$ cat config.mk
export PLATFORM = sky130hd
export DESIGN_NAME = pop_protect
export DESIGN_NICKNAME = d
export VERILOG_FILES = /design/src/pop_pkg.sv /design/src/pop_fault_timer.sv /design/src/pop_protect.sv
export VERILOG_INCLUDE_DIRS = /design/src
export SDC_FILE = /design/constraint.sdc
export NUM_CORES = 1
export LEC_CHECK = 0
export BUFFER_PORTS_ARGS = -buffer_cell sky130_fd_sc_hd__buf_2
export CAP_MARGIN = 20
export CORE_ASPECT_RATIO = 0.9
export CORE_MARGIN = 5
export CORE_UTILIZATION = 63
export CTS_CLUSTER_DIAMETER = 150
export CTS_CLUSTER_SIZE = 40
export DETAILED_ROUTE_END_ITERATION = 7
export PLACE_DENSITY_LB_ADDON = 0.1
export SYNTH_ARGS = -nofsm -noshare
export SYNTH_HDL_FRONTEND = slang
export SYNTH_HIERARCHICAL = 1
export SYNTH_SLANG_ARGS = --single-unit
$ cat constraint.sdc
create_clock -name ref_clk -period 7.95 [get_ports ref_clk]
set_input_delay 1.1925 -clock ref_clk [delete_from_list [all_inputs] [get_ports ref_clk]]
set_output_delay 1.1925 -clock ref_clk [all_outputs]
set_load 0.02 [all_outputs]
$ cat src/pop_cfg.svh
// Offsets, field positions, reset values and counts of the overcurrent protection block.
`ifndef POP_CFG_SVH
`define POP_CFG_SVH
// Register word addresses.
`define POP_A_OCC1_THR 8'h00
`define POP_A_CHG_OVERCURRENT_TIER2_FLAG_THR 8'h01
`define POP_A_OCD1_THR 8'h02
`define POP_A_DSG_OVERCURRENT_TIER2_FLAG_THR 8'h03
`define POP_A_CHG_REC 8'h04
`define POP_A_DSG_REC 8'h05
`define POP_A_OCC1_TIME 8'h06
`define POP_A_CHG_OVERCURRENT_TIER2_FLAG_TIME 8'h07
`define POP_A_OCD1_TIME 8'h08
`define POP_A_DSG_OVERCURRENT_TIER2_FLAG_TIME 8'h09
`define POP_A_REC_TIME 8'h0A
`define POP_A_CFG 8'h0B
`define POP_A_ALERT 8'h0C
`define POP_A_STATUS 8'h0D
`define POP_A_AVG 8'h0E
`define POP_A_OPSTAT 8'h0F
// Fault bit positions in the status and non-removable words.
`define POP_F_OCD 0
`define POP_F_OCC 1
`define POP_F_DSG_OVERCURRENT_TIER2_FLAG 2
`define POP_F_CHG_OVERCURRENT_TIER2_FLAG 3
`define POP_F_FRONTEND_DSG_OVERCURRENT_FLAG 4
`define POP_F_SCD 5
`define POP_F_SCC 6
// Position of the non-removable pack bit in the configuration word.
`define POP_CFG_NR_POS 8
// Operation status word fields.
`define POP_OP_DISCHARGE_DISABLED_BIT 0
`define POP_OP_DISCHARGE_DISABLED_BY_CURRENT_BIT 1
`define POP_OP_TCA 2
`define POP_OP_CHG_EN 3
`define POP_OP_DSG_EN 4
`define POP_OP_ZERO_I 5
`define POP_OP_ZERO_V 6
// Reset values.
`define POP_RST_OCC1_THR 16'h1770
`define POP_RST_CHG_OVERCURRENT_TIER2_FLAG_THR 16'h1F40
`define POP_RST_OCD1_THR 16'hE890
`define POP_RST_DSG_OVERCURRENT_TIER2_FLAG_THR 16'hE0C0
`define POP_RST_CHG_REC 16'h00C8
`define POP_RST_DSG_REC 16'hFF38
`define POP_RST_BUF_TIME 8'h02
`define POP_RST_REC_TIME 8'h08
`define POP_RST_NR_CFG 7'h00
// Averaging weight as a right shift per one-second update.
`define POP_AVG_SHIFT 2
`endif

$ cat src/pop_pkg.sv
// Types shared by the overcurrent protection block.
package pop_pkg;
  typedef logic signed [15:0] pop_cur_t;
  typedef logic [7:0] pop_sec_t;
  typedef logic [6:0] pop_faults_t;

  // State of one buffer timer.
  typedef struct packed {
    logic alert;
    logic expire;
    pop_sec_t cnt;
  } pop_tmr_state_t;

  // Software-written settings.
  typedef struct packed {
    pop_cur_t occ1_thr;
    pop_cur_t chg_overcurrent_tier2_flag_thr;
    pop_cur_t ocd1_thr;
    pop_cur_t dsg_overcurrent_tier2_flag_thr;
    pop_cur_t chg_rec;
    pop_cur_t dsg_rec;
    pop_sec_t occ1_time;
    pop_sec_t chg_overcurrent_tier2_flag_time;
    pop_sec_t ocd1_time;
    pop_sec_t dsg_overcurrent_tier2_flag_time;
    pop_sec_t rec_time;
    logic non_removable_pack_bit;
    pop_faults_t nr_cfg;
  } pop_regs_t;

  // Driven protection outputs.
  typedef struct packed {
    logic chg_fet_en;
    logic dsg_fet_en;
    logic discharge_disabled_bit;
    logic discharge_disabled_by_current_bit;
    logic terminate_charge_alarm_bit;
    logic chg_current_zero;
    logic chg_voltage_zero;
  } pop_outs_t;

  // State of the protection top outside its buffer timers.
  typedef struct packed {
    pop_regs_t regs;
    pop_cur_t avg;
    pop_faults_t status;
    pop_sec_t rec_cnt;
    logic [2:0] sync1;
    logic [2:0] sync2;
    pop_outs_t outs;
    logic [15:0] rdata;
  } pop_state_t;
endpackage

$ cat src/pop_fault_timer.sv
// Buffer timer that turns a persisting fault condition into an alert and an expiry pulse.
`timescale 1ns/1ps
`default_nettype none
module pop_fault_timer
  import pop_pkg::*;
(
  // Clock and reset.
  input wire logic ref_clk,
  input wire logic rst,
  // One-second tick, fault condition and programmed hold time.
  input wire logic tick,
  input wire logic cond,
  input wire pop_pkg::pop_sec_t hold_time,
  // Alert level and one-cycle expiry pulse.
  output logic alert,
  output logic expire
);
  import pop_pkg::*;

  pop_tmr_state_t s_r;
  pop_tmr_state_t s_nxt;

  // Alert starts the count afresh, ticks advance it, a lost condition or zero time clears it.
  always_comb
  begin
    pop_sec_t cnt_inc;
    cnt_inc = s_r.cnt + 8'h01;
    s_nxt = s_r;
    s_nxt.expire = 1'b0;
    if (hold_time == 8'h00 || !cond)
    begin
      s_nxt.alert = 1'b0;
      s_nxt.cnt = 8'h00;
    end
    else if (!s_r.alert)
    begin
      s_nxt.alert = 1'b1;
      s_nxt.cnt = 8'h00;
    end
    else if (tick && s_r.cnt != hold_time)
    begin
      s_nxt.cnt = cnt_inc;
      s_nxt.expire = (cnt_inc == hold_time);
    end
  end

  // State register.
  always_ff @(posedge ref_clk or posedge rst)
  begin
    if (rst)
      s_r <= '0;
    else
      s_r <= s_nxt;
  end

  assign alert = s_r.alert;
  assign expire = s_r.expire;

  // A new alert always starts from a cleared count.
  chk_alert_restart: assert property (@(posedge ref_clk) disable iff (rst)
    $rose(s_r.alert) |-> s_r.cnt == 8'h00) else $error("alert did not restart timer");
  // A zero hold time keeps the protection silent.
  chk_zero_disable: assert property (@(posedge ref_clk) disable iff (rst)
    hold_time == 8'h00 |=> !s_r.alert || $past(hold_time) != 8'h00)
    else $error("zero hold time raised alert");
  // Expiry only follows a tick with the alert standing.
  chk_expire_cause: assert property (@(posedge ref_clk) disable iff (rst)
    s_r.expire |-> $past(tick) && $past(s_r.alert) && s_r.cnt == hold_time)
    else $error("expiry without cause");
endmodule
`default_nettype wire

$ cat src/pop_protect.sv
// Two-tier pack overcurrent protection with current-based recovery and register port.
//
// Behaviour
// - Discharge current at or below tier-one threshold raises its alert and timer.
// - Tier-one discharge expiry latches fault, opens discharge, inhibits, zeroes charge current.
// - Tier-one discharge timer restarts on new alert, clears early, zero time disables.
// - Charge current at or above tier-two threshold raises its alert and timer.
// - Tier-two charge expiry latches, opens charge, alarms, zeroes charge current and voltage.
// - Tier-two charge timer restarts on new alert, clears early, zero time disables.
// - Discharge current at or below tier-two threshold raises its alert and timer.
// - Tier-two discharge expiry latches, opens discharge, inhibits, zeroes charge current.
// - Tier-two discharge timer restarts on new alert, clears early, zero time disables.
// - Charge faults clear after average stays below charge recovery for recovery time.
// - Discharge faults clear after average stays above discharge recovery for recovery time.
// - Recovery enabled by non-removable bit, else per-fault enable bits.
// - Recovery waits for the recovery timer before clearing and re-enabling switches.
// - One recovery timer serves seven overcurrent and short-circuit faults.
// - Average current is recomputed once per second from the measured current.
// - Discharge currents and thresholds are negative signed values.
// - Charge current at or above tier-one threshold alerts, then latches and opens charge.
// - Tier-one charge timer restarts on new alert, clears early, zero time disables.
`include "pop_cfg.svh"
`timescale 1ns/1ps
`default_nettype none
module pop_protect
  import pop_pkg::*;
(
  // Clock and reset.
  input wire logic ref_clk,
  input wire logic rst,
  // Register port.
  input wire logic [7:0] reg_addr,
  input wire logic [15:0] reg_wdata,
  input wire logic reg_wr,
  input wire logic reg_rd,
  output logic [15:0] reg_rdata,
  // Measurement from the front end, same clock domain.
  input wire logic meas_tick,
  input wire pop_pkg::pop_cur_t meas_current,
  // Front-end fault pins, asynchronous.
  input wire logic frontend_dsg_overcurrent_flag,
  input wire logic frontend_dsg_short_flag,
  input wire logic frontend_chg_short_flag,
  // Alert and latched fault words.
  output logic [3:0] safety_alert,
  output pop_pkg::pop_faults_t safety_status,
  // Switch and charger controls.
  output logic chg_fet_en,
  output logic dsg_fet_en,
  output logic discharge_disabled_bit,
  output logic discharge_disabled_by_current_bit,
  output logic terminate_charge_alarm_bit,
  output logic chg_current_zero,
  output logic chg_voltage_zero
);
  import pop_pkg::*;

  // Fault groups by direction.
  localparam pop_faults_t CHG_MASK = pop_faults_t'((1 << `POP_F_OCC) | (1 << `POP_F_CHG_OVERCURRENT_TIER2_FLAG) |
                                                   (1 << `POP_F_SCC));
  localparam pop_faults_t DSG_MASK = pop_faults_t'((1 << `POP_F_OCD) | (1 << `POP_F_DSG_OVERCURRENT_TIER2_FLAG) |
                                                   (1 << `POP_F_FRONTEND_DSG_OVERCURRENT_FLAG) | (1 << `POP_F_SCD));

  pop_state_t s_r;
  pop_state_t s_nxt;
  logic [3:0] cond;
  logic [3:0] alert;
  logic [3:0] expire;
  pop_sec_t hold [4];

  // Returns true when the word address matches a register.
  function automatic logic hit(input logic [7:0] a, input logic [7:0] off);
    hit = (a == off);
  endfunction

  // Fault conditions; zero current is neither charging nor discharging.
  always_comb
  begin
    cond = 4'h0;
    cond[0] = meas_current < 0 && meas_current <= s_r.regs.ocd1_thr;
    cond[1] = meas_current > 0 && meas_current >= s_r.regs.occ1_thr;
    cond[2] = meas_current < 0 && meas_current <= s_r.regs.dsg_overcurrent_tier2_flag_thr;
    cond[3] = meas_current > 0 && meas_current >= s_r.regs.chg_overcurrent_tier2_flag_thr;
  end

  assign hold[0] = s_r.regs.ocd1_time;
  assign hold[1] = s_r.regs.occ1_time;
  assign hold[2] = s_r.regs.dsg_overcurrent_tier2_flag_time;
  assign hold[3] = s_r.regs.chg_overcurrent_tier2_flag_time;

  // One independent buffer timer per slow protection, index matching the fault bit.
  genvar gi;
  generate
    for (gi = 0; gi < 4; gi = gi + 1)
    begin : g_tmr
      pop_fault_timer u_tmr (
        .ref_clk(ref_clk),
        .rst(rst),
        .tick(meas_tick),
        .cond(cond[gi]),
        .hold_time(hold[gi]),
        .alert(alert[gi]),
        .expire(expire[gi])
      );
    end
  endgenerate

  // Next state: settings, averaging, fault latch, recovery and read data.
  always_comb
  begin
    logic signed [16:0] diff;
    logic signed [16:0] step;
    pop_faults_t rec_ok;
    pop_faults_t rec_en;
    pop_faults_t sets;
    pop_sec_t rec_inc;
    logic rec_active;
    diff = 17'(meas_current) - 17'(s_r.avg);
    step = diff >>> `POP_AVG_SHIFT;
    rec_inc = s_r.rec_cnt + 8'h01;
    s_nxt = s_r;
    s_nxt.rdata = 16'h0000;
    // Front-end pins pass two flip-flops before use.
    s_nxt.sync1 = {frontend_chg_short_flag, frontend_dsg_short_flag,
                   frontend_dsg_overcurrent_flag};
    s_nxt.sync2 = s_r.sync1;
    // Register writes.
    if (reg_wr)
    begin
      if (hit(reg_addr, `POP_A_OCC1_THR))
        s_nxt.regs.occ1_thr = reg_wdata;
      if (hit(reg_addr, `POP_A_CHG_OVERCURRENT_TIER2_FLAG_THR))
        s_nxt.regs.chg_overcurrent_tier2_flag_thr = reg_wdata;
      if (hit(reg_addr, `POP_A_OCD1_THR))
        s_nxt.regs.ocd1_thr = reg_wdata;
      if (hit(reg_addr, `POP_A_DSG_OVERCURRENT_TIER2_FLAG_THR))
        s_nxt.regs.dsg_overcurrent_tier2_flag_thr = reg_wdata;
      if (hit(reg_addr, `POP_A_CHG_REC))
        s_nxt.regs.chg_rec = reg_wdata;
      if (hit(reg_addr, `POP_A_DSG_REC))
        s_nxt.regs.dsg_rec = reg_wdata;
      if (hit(reg_addr, `POP_A_OCC1_TIME))
        s_nxt.regs.occ1_time = reg_wdata[7:0];
      if (hit(reg_addr, `POP_A_CHG_OVERCURRENT_TIER2_FLAG_TIME))
        s_nxt.regs.chg_overcurrent_tier2_flag_time = reg_wdata[7:0];
      if (hit(reg_addr, `POP_A_OCD1_TIME))
        s_nxt.regs.ocd1_time = reg_wdata[7:0];
      if (hit(reg_addr, `POP_A_DSG_OVERCURRENT_TIER2_FLAG_TIME))
        s_nxt.regs.dsg_overcurrent_tier2_flag_time = reg_wdata[7:0];
      if (hit(reg_addr, `POP_A_REC_TIME))
        s_nxt.regs.rec_time = reg_wdata[7:0];
      if (hit(reg_addr, `POP_A_CFG))
      begin
        s_nxt.regs.nr_cfg = reg_wdata[6:0];
        s_nxt.regs.non_removable_pack_bit = reg_wdata[`POP_CFG_NR_POS];
      end
    end
    // Average current moves toward the sample once per second.
    if (meas_tick)
      s_nxt.avg = 16'(17'(s_r.avg) + step);
    // Recovery condition per fault against the averaged current.
    for (int i = 0; i < 7; i++)
    begin
      rec_ok[i] = CHG_MASK[i] ? (s_r.avg < s_r.regs.chg_rec)
                              : (s_r.avg > s_r.regs.dsg_rec);
    end
    rec_en = s_r.regs.non_removable_pack_bit ? 7'h7F : s_r.regs.nr_cfg;
    rec_ok = rec_ok & rec_en & s_r.status;
    rec_active = (rec_ok != 7'h00);
    // Shared recovery timer; faults clear only at its expiry.
    if (!rec_active)
      s_nxt.rec_cnt = 8'h00;
    else if (meas_tick)
    begin
      if (rec_inc >= s_r.regs.rec_time)
      begin
        s_nxt.status = s_r.status & ~rec_ok;
        s_nxt.rec_cnt = 8'h00;
      end
      else
        s_nxt.rec_cnt = rec_inc;
    end
    // New faults win over a recovery in the same cycle.
    sets = 7'h00;
    sets[`POP_F_OCD] = expire[0];
    sets[`POP_F_OCC] = expire[1];
    sets[`POP_F_DSG_OVERCURRENT_TIER2_FLAG] = expire[2];
    sets[`POP_F_CHG_OVERCURRENT_TIER2_FLAG] = expire[3];
    sets[`POP_F_FRONTEND_DSG_OVERCURRENT_FLAG] = s_r.sync2[0];
    sets[`POP_F_SCD] = s_r.sync2[1];
    sets[`POP_F_SCC] = s_r.sync2[2];
    s_nxt.status = s_nxt.status | sets;
    // Switch and charger controls follow the latched faults.
    s_nxt.outs.chg_fet_en = !(|(s_nxt.status & CHG_MASK));
    s_nxt.outs.dsg_fet_en = !(|(s_nxt.status & DSG_MASK));
    s_nxt.outs.discharge_disabled_bit = |(s_nxt.status & DSG_MASK);
    s_nxt.outs.discharge_disabled_by_current_bit = |(s_nxt.status & DSG_MASK);
    s_nxt.outs.terminate_charge_alarm_bit = |(s_nxt.status & CHG_MASK);
    s_nxt.outs.chg_current_zero = |s_nxt.status;
    s_nxt.outs.chg_voltage_zero = |(s_nxt.status & CHG_MASK);
    // Register reads answer in the next cycle only; unmapped reads give zero.
    if (reg_rd)
    begin
      unique case (reg_addr)
        `POP_A_OCC1_THR: s_nxt.rdata = s_r.regs.occ1_thr;
        `POP_A_CHG_OVERCURRENT_TIER2_FLAG_THR: s_nxt.rdata = s_r.regs.chg_overcurrent_tier2_flag_thr;
        `POP_A_OCD1_THR: s_nxt.rdata = s_r.regs.ocd1_thr;
        `POP_A_DSG_OVERCURRENT_TIER2_FLAG_THR: s_nxt.rdata = s_r.regs.dsg_overcurrent_tier2_flag_thr;
        `POP_A_CHG_REC: s_nxt.rdata = s_r.regs.chg_rec;
        `POP_A_DSG_REC: s_nxt.rdata = s_r.regs.dsg_rec;
        `POP_A_OCC1_TIME: s_nxt.rdata = {8'h00, s_r.regs.occ1_time};
        `POP_A_CHG_OVERCURRENT_TIER2_FLAG_TIME: s_nxt.rdata = {8'h00, s_r.regs.chg_overcurrent_tier2_flag_time};
        `POP_A_OCD1_TIME: s_nxt.rdata = {8'h00, s_r.regs.ocd1_time};
        `POP_A_DSG_OVERCURRENT_TIER2_FLAG_TIME: s_nxt.rdata = {8'h00, s_r.regs.dsg_overcurrent_tier2_flag_time};
        `POP_A_REC_TIME: s_nxt.rdata = {8'h00, s_r.regs.rec_time};
        `POP_A_CFG: s_nxt.rdata = {7'h00, s_r.regs.non_removable_pack_bit, 1'b0,
                                   s_r.regs.nr_cfg};
        `POP_A_ALERT: s_nxt.rdata = {12'h000, alert[3], alert[2], alert[1], alert[0]};
        `POP_A_STATUS: s_nxt.rdata = {9'h000, s_r.status};
        `POP_A_AVG: s_nxt.rdata = s_r.avg;
        `POP_A_OPSTAT: s_nxt.rdata = {9'h000, s_r.outs.chg_voltage_zero,
                                      s_r.outs.chg_current_zero, s_r.outs.dsg_fet_en,
                                      s_r.outs.chg_fet_en,
                                      s_r.outs.terminate_charge_alarm_bit,
                                      s_r.outs.discharge_disabled_by_current_bit,
                                      s_r.outs.discharge_disabled_bit};
        default: s_nxt.rdata = 16'h0000;
      endcase
    end
  end

  // State register with documented settings and both switches enabled at reset.
  always_ff @(posedge ref_clk or posedge rst)
  begin
    if (rst)
    begin
      s_r <= '0;
      s_r.regs.occ1_thr <= `POP_RST_OCC1_THR;
      s_r.regs.chg_overcurrent_tier2_flag_thr <= `POP_RST_CHG_OVERCURRENT_TIER2_FLAG_THR;
      s_r.regs.ocd1_thr <= `POP_RST_OCD1_THR;
      s_r.regs.dsg_overcurrent_tier2_flag_thr <= `POP_RST_DSG_OVERCURRENT_TIER2_FLAG_THR;
      s_r.regs.chg_rec <= `POP_RST_CHG_REC;
      s_r.regs.dsg_rec <= `POP_RST_DSG_REC;
      s_r.regs.occ1_time <= `POP_RST_BUF_TIME;
      s_r.regs.chg_overcurrent_tier2_flag_time <= `POP_RST_BUF_TIME;
      s_r.regs.ocd1_time <= `POP_RST_BUF_TIME;
      s_r.regs.dsg_overcurrent_tier2_flag_time <= `POP_RST_BUF_TIME;
      s_r.regs.rec_time <= `POP_RST_REC_TIME;
      s_r.regs.nr_cfg <= `POP_RST_NR_CFG;
      s_r.outs.chg_fet_en <= 1'b1;
      s_r.outs.dsg_fet_en <= 1'b1;
    end
    else
      s_r <= s_nxt;
  end

  // Outputs come straight from the state register, the alert word from the timer registers.
  assign reg_rdata = s_r.rdata;
  assign safety_alert = alert;
  assign safety_status = s_r.status;
  assign chg_fet_en = s_r.outs.chg_fet_en;
  assign dsg_fet_en = s_r.outs.dsg_fet_en;
  assign discharge_disabled_bit = s_r.outs.discharge_disabled_bit;
  assign discharge_disabled_by_current_bit = s_r.outs.discharge_disabled_by_current_bit;
  assign terminate_charge_alarm_bit = s_r.outs.terminate_charge_alarm_bit;
  assign chg_current_zero = s_r.outs.chg_current_zero;
  assign chg_voltage_zero = s_r.outs.chg_voltage_zero;

  // Tier-one discharge expiry latches the fault one cycle later.
  chk_ocd1_latch: assert property (@(posedge ref_clk) disable iff (rst)
    expire[0] |=> s_r.status[`POP_F_OCD] && !s_r.outs.dsg_fet_en && s_r.outs.chg_current_zero)
    else $error("tier one discharge not latched");
  // Tier-two charge expiry opens charge and zeroes voltage.
  chk_chg_overcurrent_tier2_flag_latch: assert property (@(posedge ref_clk) disable iff (rst)
    expire[3] |=> s_r.status[`POP_F_CHG_OVERCURRENT_TIER2_FLAG] && !s_r.outs.chg_fet_en && s_r.outs.chg_voltage_zero)
    else $error("tier two charge not latched");
  // Tier-two discharge expiry sets both inhibit bits.
  chk_dsg_overcurrent_tier2_flag_inhibit: assert property (@(posedge ref_clk) disable iff (rst)
    expire[2] |=> s_r.outs.discharge_disabled_bit && s_r.outs.discharge_disabled_by_current_bit)
    else $error("tier two discharge inhibit missing");
  // Tier-one charge expiry raises the terminate-charge alarm.
  chk_occ1_alarm: assert property (@(posedge ref_clk) disable iff (rst)
    expire[1] |=> s_r.outs.terminate_charge_alarm_bit && !s_r.outs.chg_fet_en)
    else $error("tier one charge alarm missing");
  // A discharge alert only rises for a negative current.
  chk_dsg_signed: assert property (@(posedge ref_clk) disable iff (rst)
    $rose(alert[0]) |-> $past(meas_current) < 0) else $error("discharge alert on charge");
  // The average changes only on a tick.
  chk_avg_tick: assert property (@(posedge ref_clk) disable iff (rst)
    !meas_tick |=> $stable(s_r.avg)) else $error("average moved without tick");
  // A fault clears only at a tick with the recovery timer at its end.
  chk_rec_timed: assert property (@(posedge ref_clk) disable iff (rst)
    $fell(s_r.status[`POP_F_OCC]) |-> $past(meas_tick) &&
      ($past(s_r.rec_cnt) + 9'h001 >= {1'b0, $past(s_r.regs.rec_time)}))
    else $error("fault cleared before recovery time");
  // Recovery is refused for a removable pack without the enable bit.
  chk_rec_enable: assert property (@(posedge ref_clk) disable iff (rst)
    $fell(s_r.status[`POP_F_OCD]) |->
      $past(s_r.regs.non_removable_pack_bit) || $past(s_r.regs.nr_cfg[`POP_F_OCD]))
    else $error("recovery without enable");
  // Read data stand only in the cycle after a read.
  chk_rdata_slot: assert property (@(posedge ref_clk) disable iff (rst)
    !reg_rd |=> reg_rdata == 16'h0000) else $error("read data outside slot");
endmodule
`default_nettype wire

==> flow_metrics.env <==
export IMPL_status="finished clean"
export IMPL_pwr_share_comb_pct=45.2
export IMPL_place_hpwl_um=34100
export IMPL_place_area_mm2=0.0160
export IMPL_synth_top_area_share_pct=31.8
export IMPL_syn_area_per_cell_um2=10.2
export IMPL_multi_input_area_mm2=0.00857
export IMPL_clock_path_buffers=3
export IMPL_synth_warnings=6
export IMPL_syn_area_mm2=0.0155
export IMPL_synth_fp_nets=1712
export IMPL_htree_levels=1
export IMPL_core_area_mm2=0.0243
export IMPL_worstPathMaxFanout=6
export IMPL_fin_area_mm2=0.0164
export IMPL_synth_edff_count=0
export IMPL_min_period_ps=4690
export IMPL_holdWs_ps=374
export IMPL_cts_sinks=242
export IMPL_grt_pass1_vias=12100
export IMPL_synthDistinctLibCells=66
export IMPL_gr_total_overflow=0
export IMPL_tns_ps=0
export IMPL_cts_setup_buffers=0
export IMPL_synthTopCellsByArea="dfrtp_1 (32%), ha_1 (11%), mux2_2 (10%)"
export IMPL_grt_usage_pct=32.1
export IMPL_ctsResizeCount=0
export IMPL_rows=54
export IMPL_vias=12500
export IMPL_min_path_type="flip-flop to flip-flop"
export IMPL_io_buffers=81
export IMPL_grt_max_degree=117
export IMPL_dieWidth_um=175
export IMPL_final_cells=1879
export IMPL_via_per_inst=6.67
export IMPL_async_flop_share_pct=100
export IMPL_seq_area_mm2=0.00611
export IMPL_clock_fmax_mhz=213
export IMPL_finalMaxSlewViolations=0
export IMPL_synth_top_area_cell="dfrtp_1"
export IMPL_power_frac_seq_pct=37.8
export IMPL_diodes=0
export IMPL_power_density_mw_per_mm2=241
export IMPL_cts_root_buffer="clkbuf_16"
export IMPL_place_congestion=1.00
export IMPL_ant_nets=0
export IMPL_initial_utilization_pct=63.8
export IMPL_timing_final_crit_share_pct=58.9
export IMPL_synth_seq_cells=242
export IMPL_wl_per_cell_um=24.1
export IMPL_wl_um=45300
export IMPL_yosysSeqAreaShare_pct=39.5
export IMPL_synth_flop_cell="dfrtp_1"
export IMPL_ctsHoldBuffers=0
export IMPL_p_leak_nw=7.31
export IMPL_finalClockSkew_ps=83.6
export IMPL_grt_pass1_wl_um=70500
export IMPL_maxSlewHeadroom_pct=31.8
export IMPL_die_h_um=159
export IMPL_tightest_slew_ps=1020
export IMPL_die_area_mm2=0.0278
export IMPL_drtPass1Iterations=8
export IMPL_first_iter_violations=1253
export IMPL_clk_latency_ps=520
export IMPL_cts_buffers=10
export IMPL_setup_ws_ps=3260
export IMPL_ioPinCount=82
export IMPL_maxCapViolations=0
export IMPL_p_int_mw=2.39
export IMPL_dpl_cell_count=1862
export IMPL_cts_tree="yes"
export IMPL_fill_cells=1926
export IMPL_ir_worst_vdd_v=0.000204
export IMPL_cp_required_ps=8340
export IMPL_antenna_found_initial=1
export IMPL_cp_end_kind="flip-flop"
export IMPL_layout_drive_gt1_share_pct=20.2
export IMPL_path_clk_slew_ps=150
export IMPL_worst_setup_path_type="input pin to flip-flop"
export IMPL_hold_violations=0
export IMPL_clkPwrFrac_pct=16.9
export IMPL_syn_to_final_growth_pct=5.65
export IMPL_final_net_count=1754
export IMPL_drc=0
export IMPL_rsz0062_at_grt="no"
export IMPL_p_sw_mw=1.55
export IMPL_worst_setup_path_start_kind="input pin"
export IMPL_switching_share_pct=39.4
export IMPL_worstPathArrival_ps=5070
export IMPL_synth_cells=1525
export IMPL_setup_viol=0
export IMPL_place_ws_ps=2860
[area by class of cell]
cell class / count / area share [%]
sequential: 242 / 37.4
tap: 308 / 2.36
timing repair buffer: 89 / 2.97
clock buffer: 15 / 1.77
clock inverter: 1 / 0.184
inverter: 126 / 2.94
multi-input combinational: 1098 / 52.4
[cell usage after synthesis, types with 5 or more instances]
cell	instances
a21o_1	31
a21oi_1	67
a221oi_1	20
a222oi_1	7
a22o_1	15
a22oi_1	37
a31oi_1	18
and2_1	6
and3_1	18
buf_2	7
buf_4	25
clkbuf_1	25
dfrtp_1	197
dfstp_2	45
ha_1	138
inv_1	126
mux2_2	144
mux2i_1	11
nand2_1	76
nand2b_1	21
nand3_1	39
nand4_1	30
nor2_1	81
nor2b_1	19
nor3_1	16
nor3b_1	10
nor4_1	22
o211ai_1	19
o21a_1	9
o21ai_0	58
o22ai_1	5
or3_1	9
or4_1	10
xnor2_1	67
xor2_1	33
[final timing paths]
path / cells past startpoint / slack, ps / start / endpoint
min reg2reg: 0 / 370 / s_nxt[24]$_DFF_PP0_ / s_r[24]$_DFF_PP0_
max in group asynchronous: 4 / 5810 / rst / s_r[71]$_DFFE_PP1P_
min: 0 / 370 / s_nxt[24]$_DFF_PP0_ / s_r[24]$_DFF_PP0_
min in group asynchronous: 2 / 750 / rst / g_tmr[0].u_tmr/s_r[0]$_DFFE_PP0P_
max: 17 / 3260 / meas_current[1] / s_r[58]$_DFFE_PP0P_
max reg2reg: 17 / 3470 / s_r[45]$_DFFE_PP0P_ / s_r[58]$_DFFE_PP0P_
[power by group through the flow]
stage / combinational [mW] / clock [mW] / sequential [mW]
after global placement: 1.67 / 0 / 1.50
after floorplan: 1.39 / 0 / 1.44
final: 1.78 / 0.668 / 1.49
after global routing: 1.98 / 0.724 / 1.50
after detailed placement: 1.73 / 0 / 1.50
after CTS: 1.75 / 0.683 / 1.48
[critical path: stages]
cell,delay (ps)
buf_2,150
ha_1,310
o21ai_0,290
nor2_1,150
nor2_1,160
xnor2_1,130
fa_1,460
a21o_1,210
a21oi_2,170
nor2b_1,70
o21a_1,200
o41a_1,380
a41o_1,300
or4_1,410
a31oi_1,230
xor2_1,160
mux2i_1,90
[kinds of logic (layout without fill, tap and decap cells)]
family | Yosys count | count (layout) | synth area share [%]
fa+ha+maj | 139 | 139 | 11.3
buf+inv | 185 | 231 | 5.15
xor+xnor | 100 | 100 | 5.66
flops | 242 | 242 | 39.5
mux | 155 | 155 | 11.2
compound gates | 320 | 320 | 14.1
simple gates | 384 | 384 | 13.1
[stage by stage]
| step | power [mW] | utilization (%) |
|---|---|---|
| after global routing | 4.20 | 67.4 |
| after detailed placement | 3.24 | 66.0 |
| final | 3.94 | 67.4 |
| after global placement | 3.17 | 66.0 |
| after CTS | 3.91 | 67.3 |
| after floorplan | 2.83 | - |
[metal layers]
| metal | GRT usage (%) | wire length, µm |
|---|---|---|
| met1 | 45.9 | 19100 |
| met2 | 46.8 | 19200 |
| met3 | 12.1 | 5770 |
| met4 | 7.57 | 1240 |
| met5 | 0 | 13 |
[sequential cells by signal (all words and copies together) (netlist names), 3 cells and up]
signal              count
g_tmr.u_tmr/alert       4
hold                   32
reg_rdata              16
s_r                   139
g_tmr.u_tmr/s_r        32
safety_status           7
g_tmr.u_tmr/expire      4
s_nxt                   3
[layout by cell type (no fill, tap or decap), types with 19 or more instances in the layout]
master	netlist	routed
buf_2	7	81
a221oi_1	20	20
ha_1	138	138
o211ai_1	19	19
mux2_2	144	144
nand2_1	76	76
a21oi_1	67	67
dfrtp_1	197	197
nand2b_1	21	21
nor2b_1	19	19
nand4_1	30	30
a21o_1	31	31
xnor2_1	67	67
nor2_1	81	81
o21ai_0	58	58
dfstp_2	45	45
a22oi_1	37	37
xor2_1	33	33
nor4_1	22	22
nand3_1	39	39
inv_1	126	125
No activity file was read; power rests on OpenSTA's default activity.
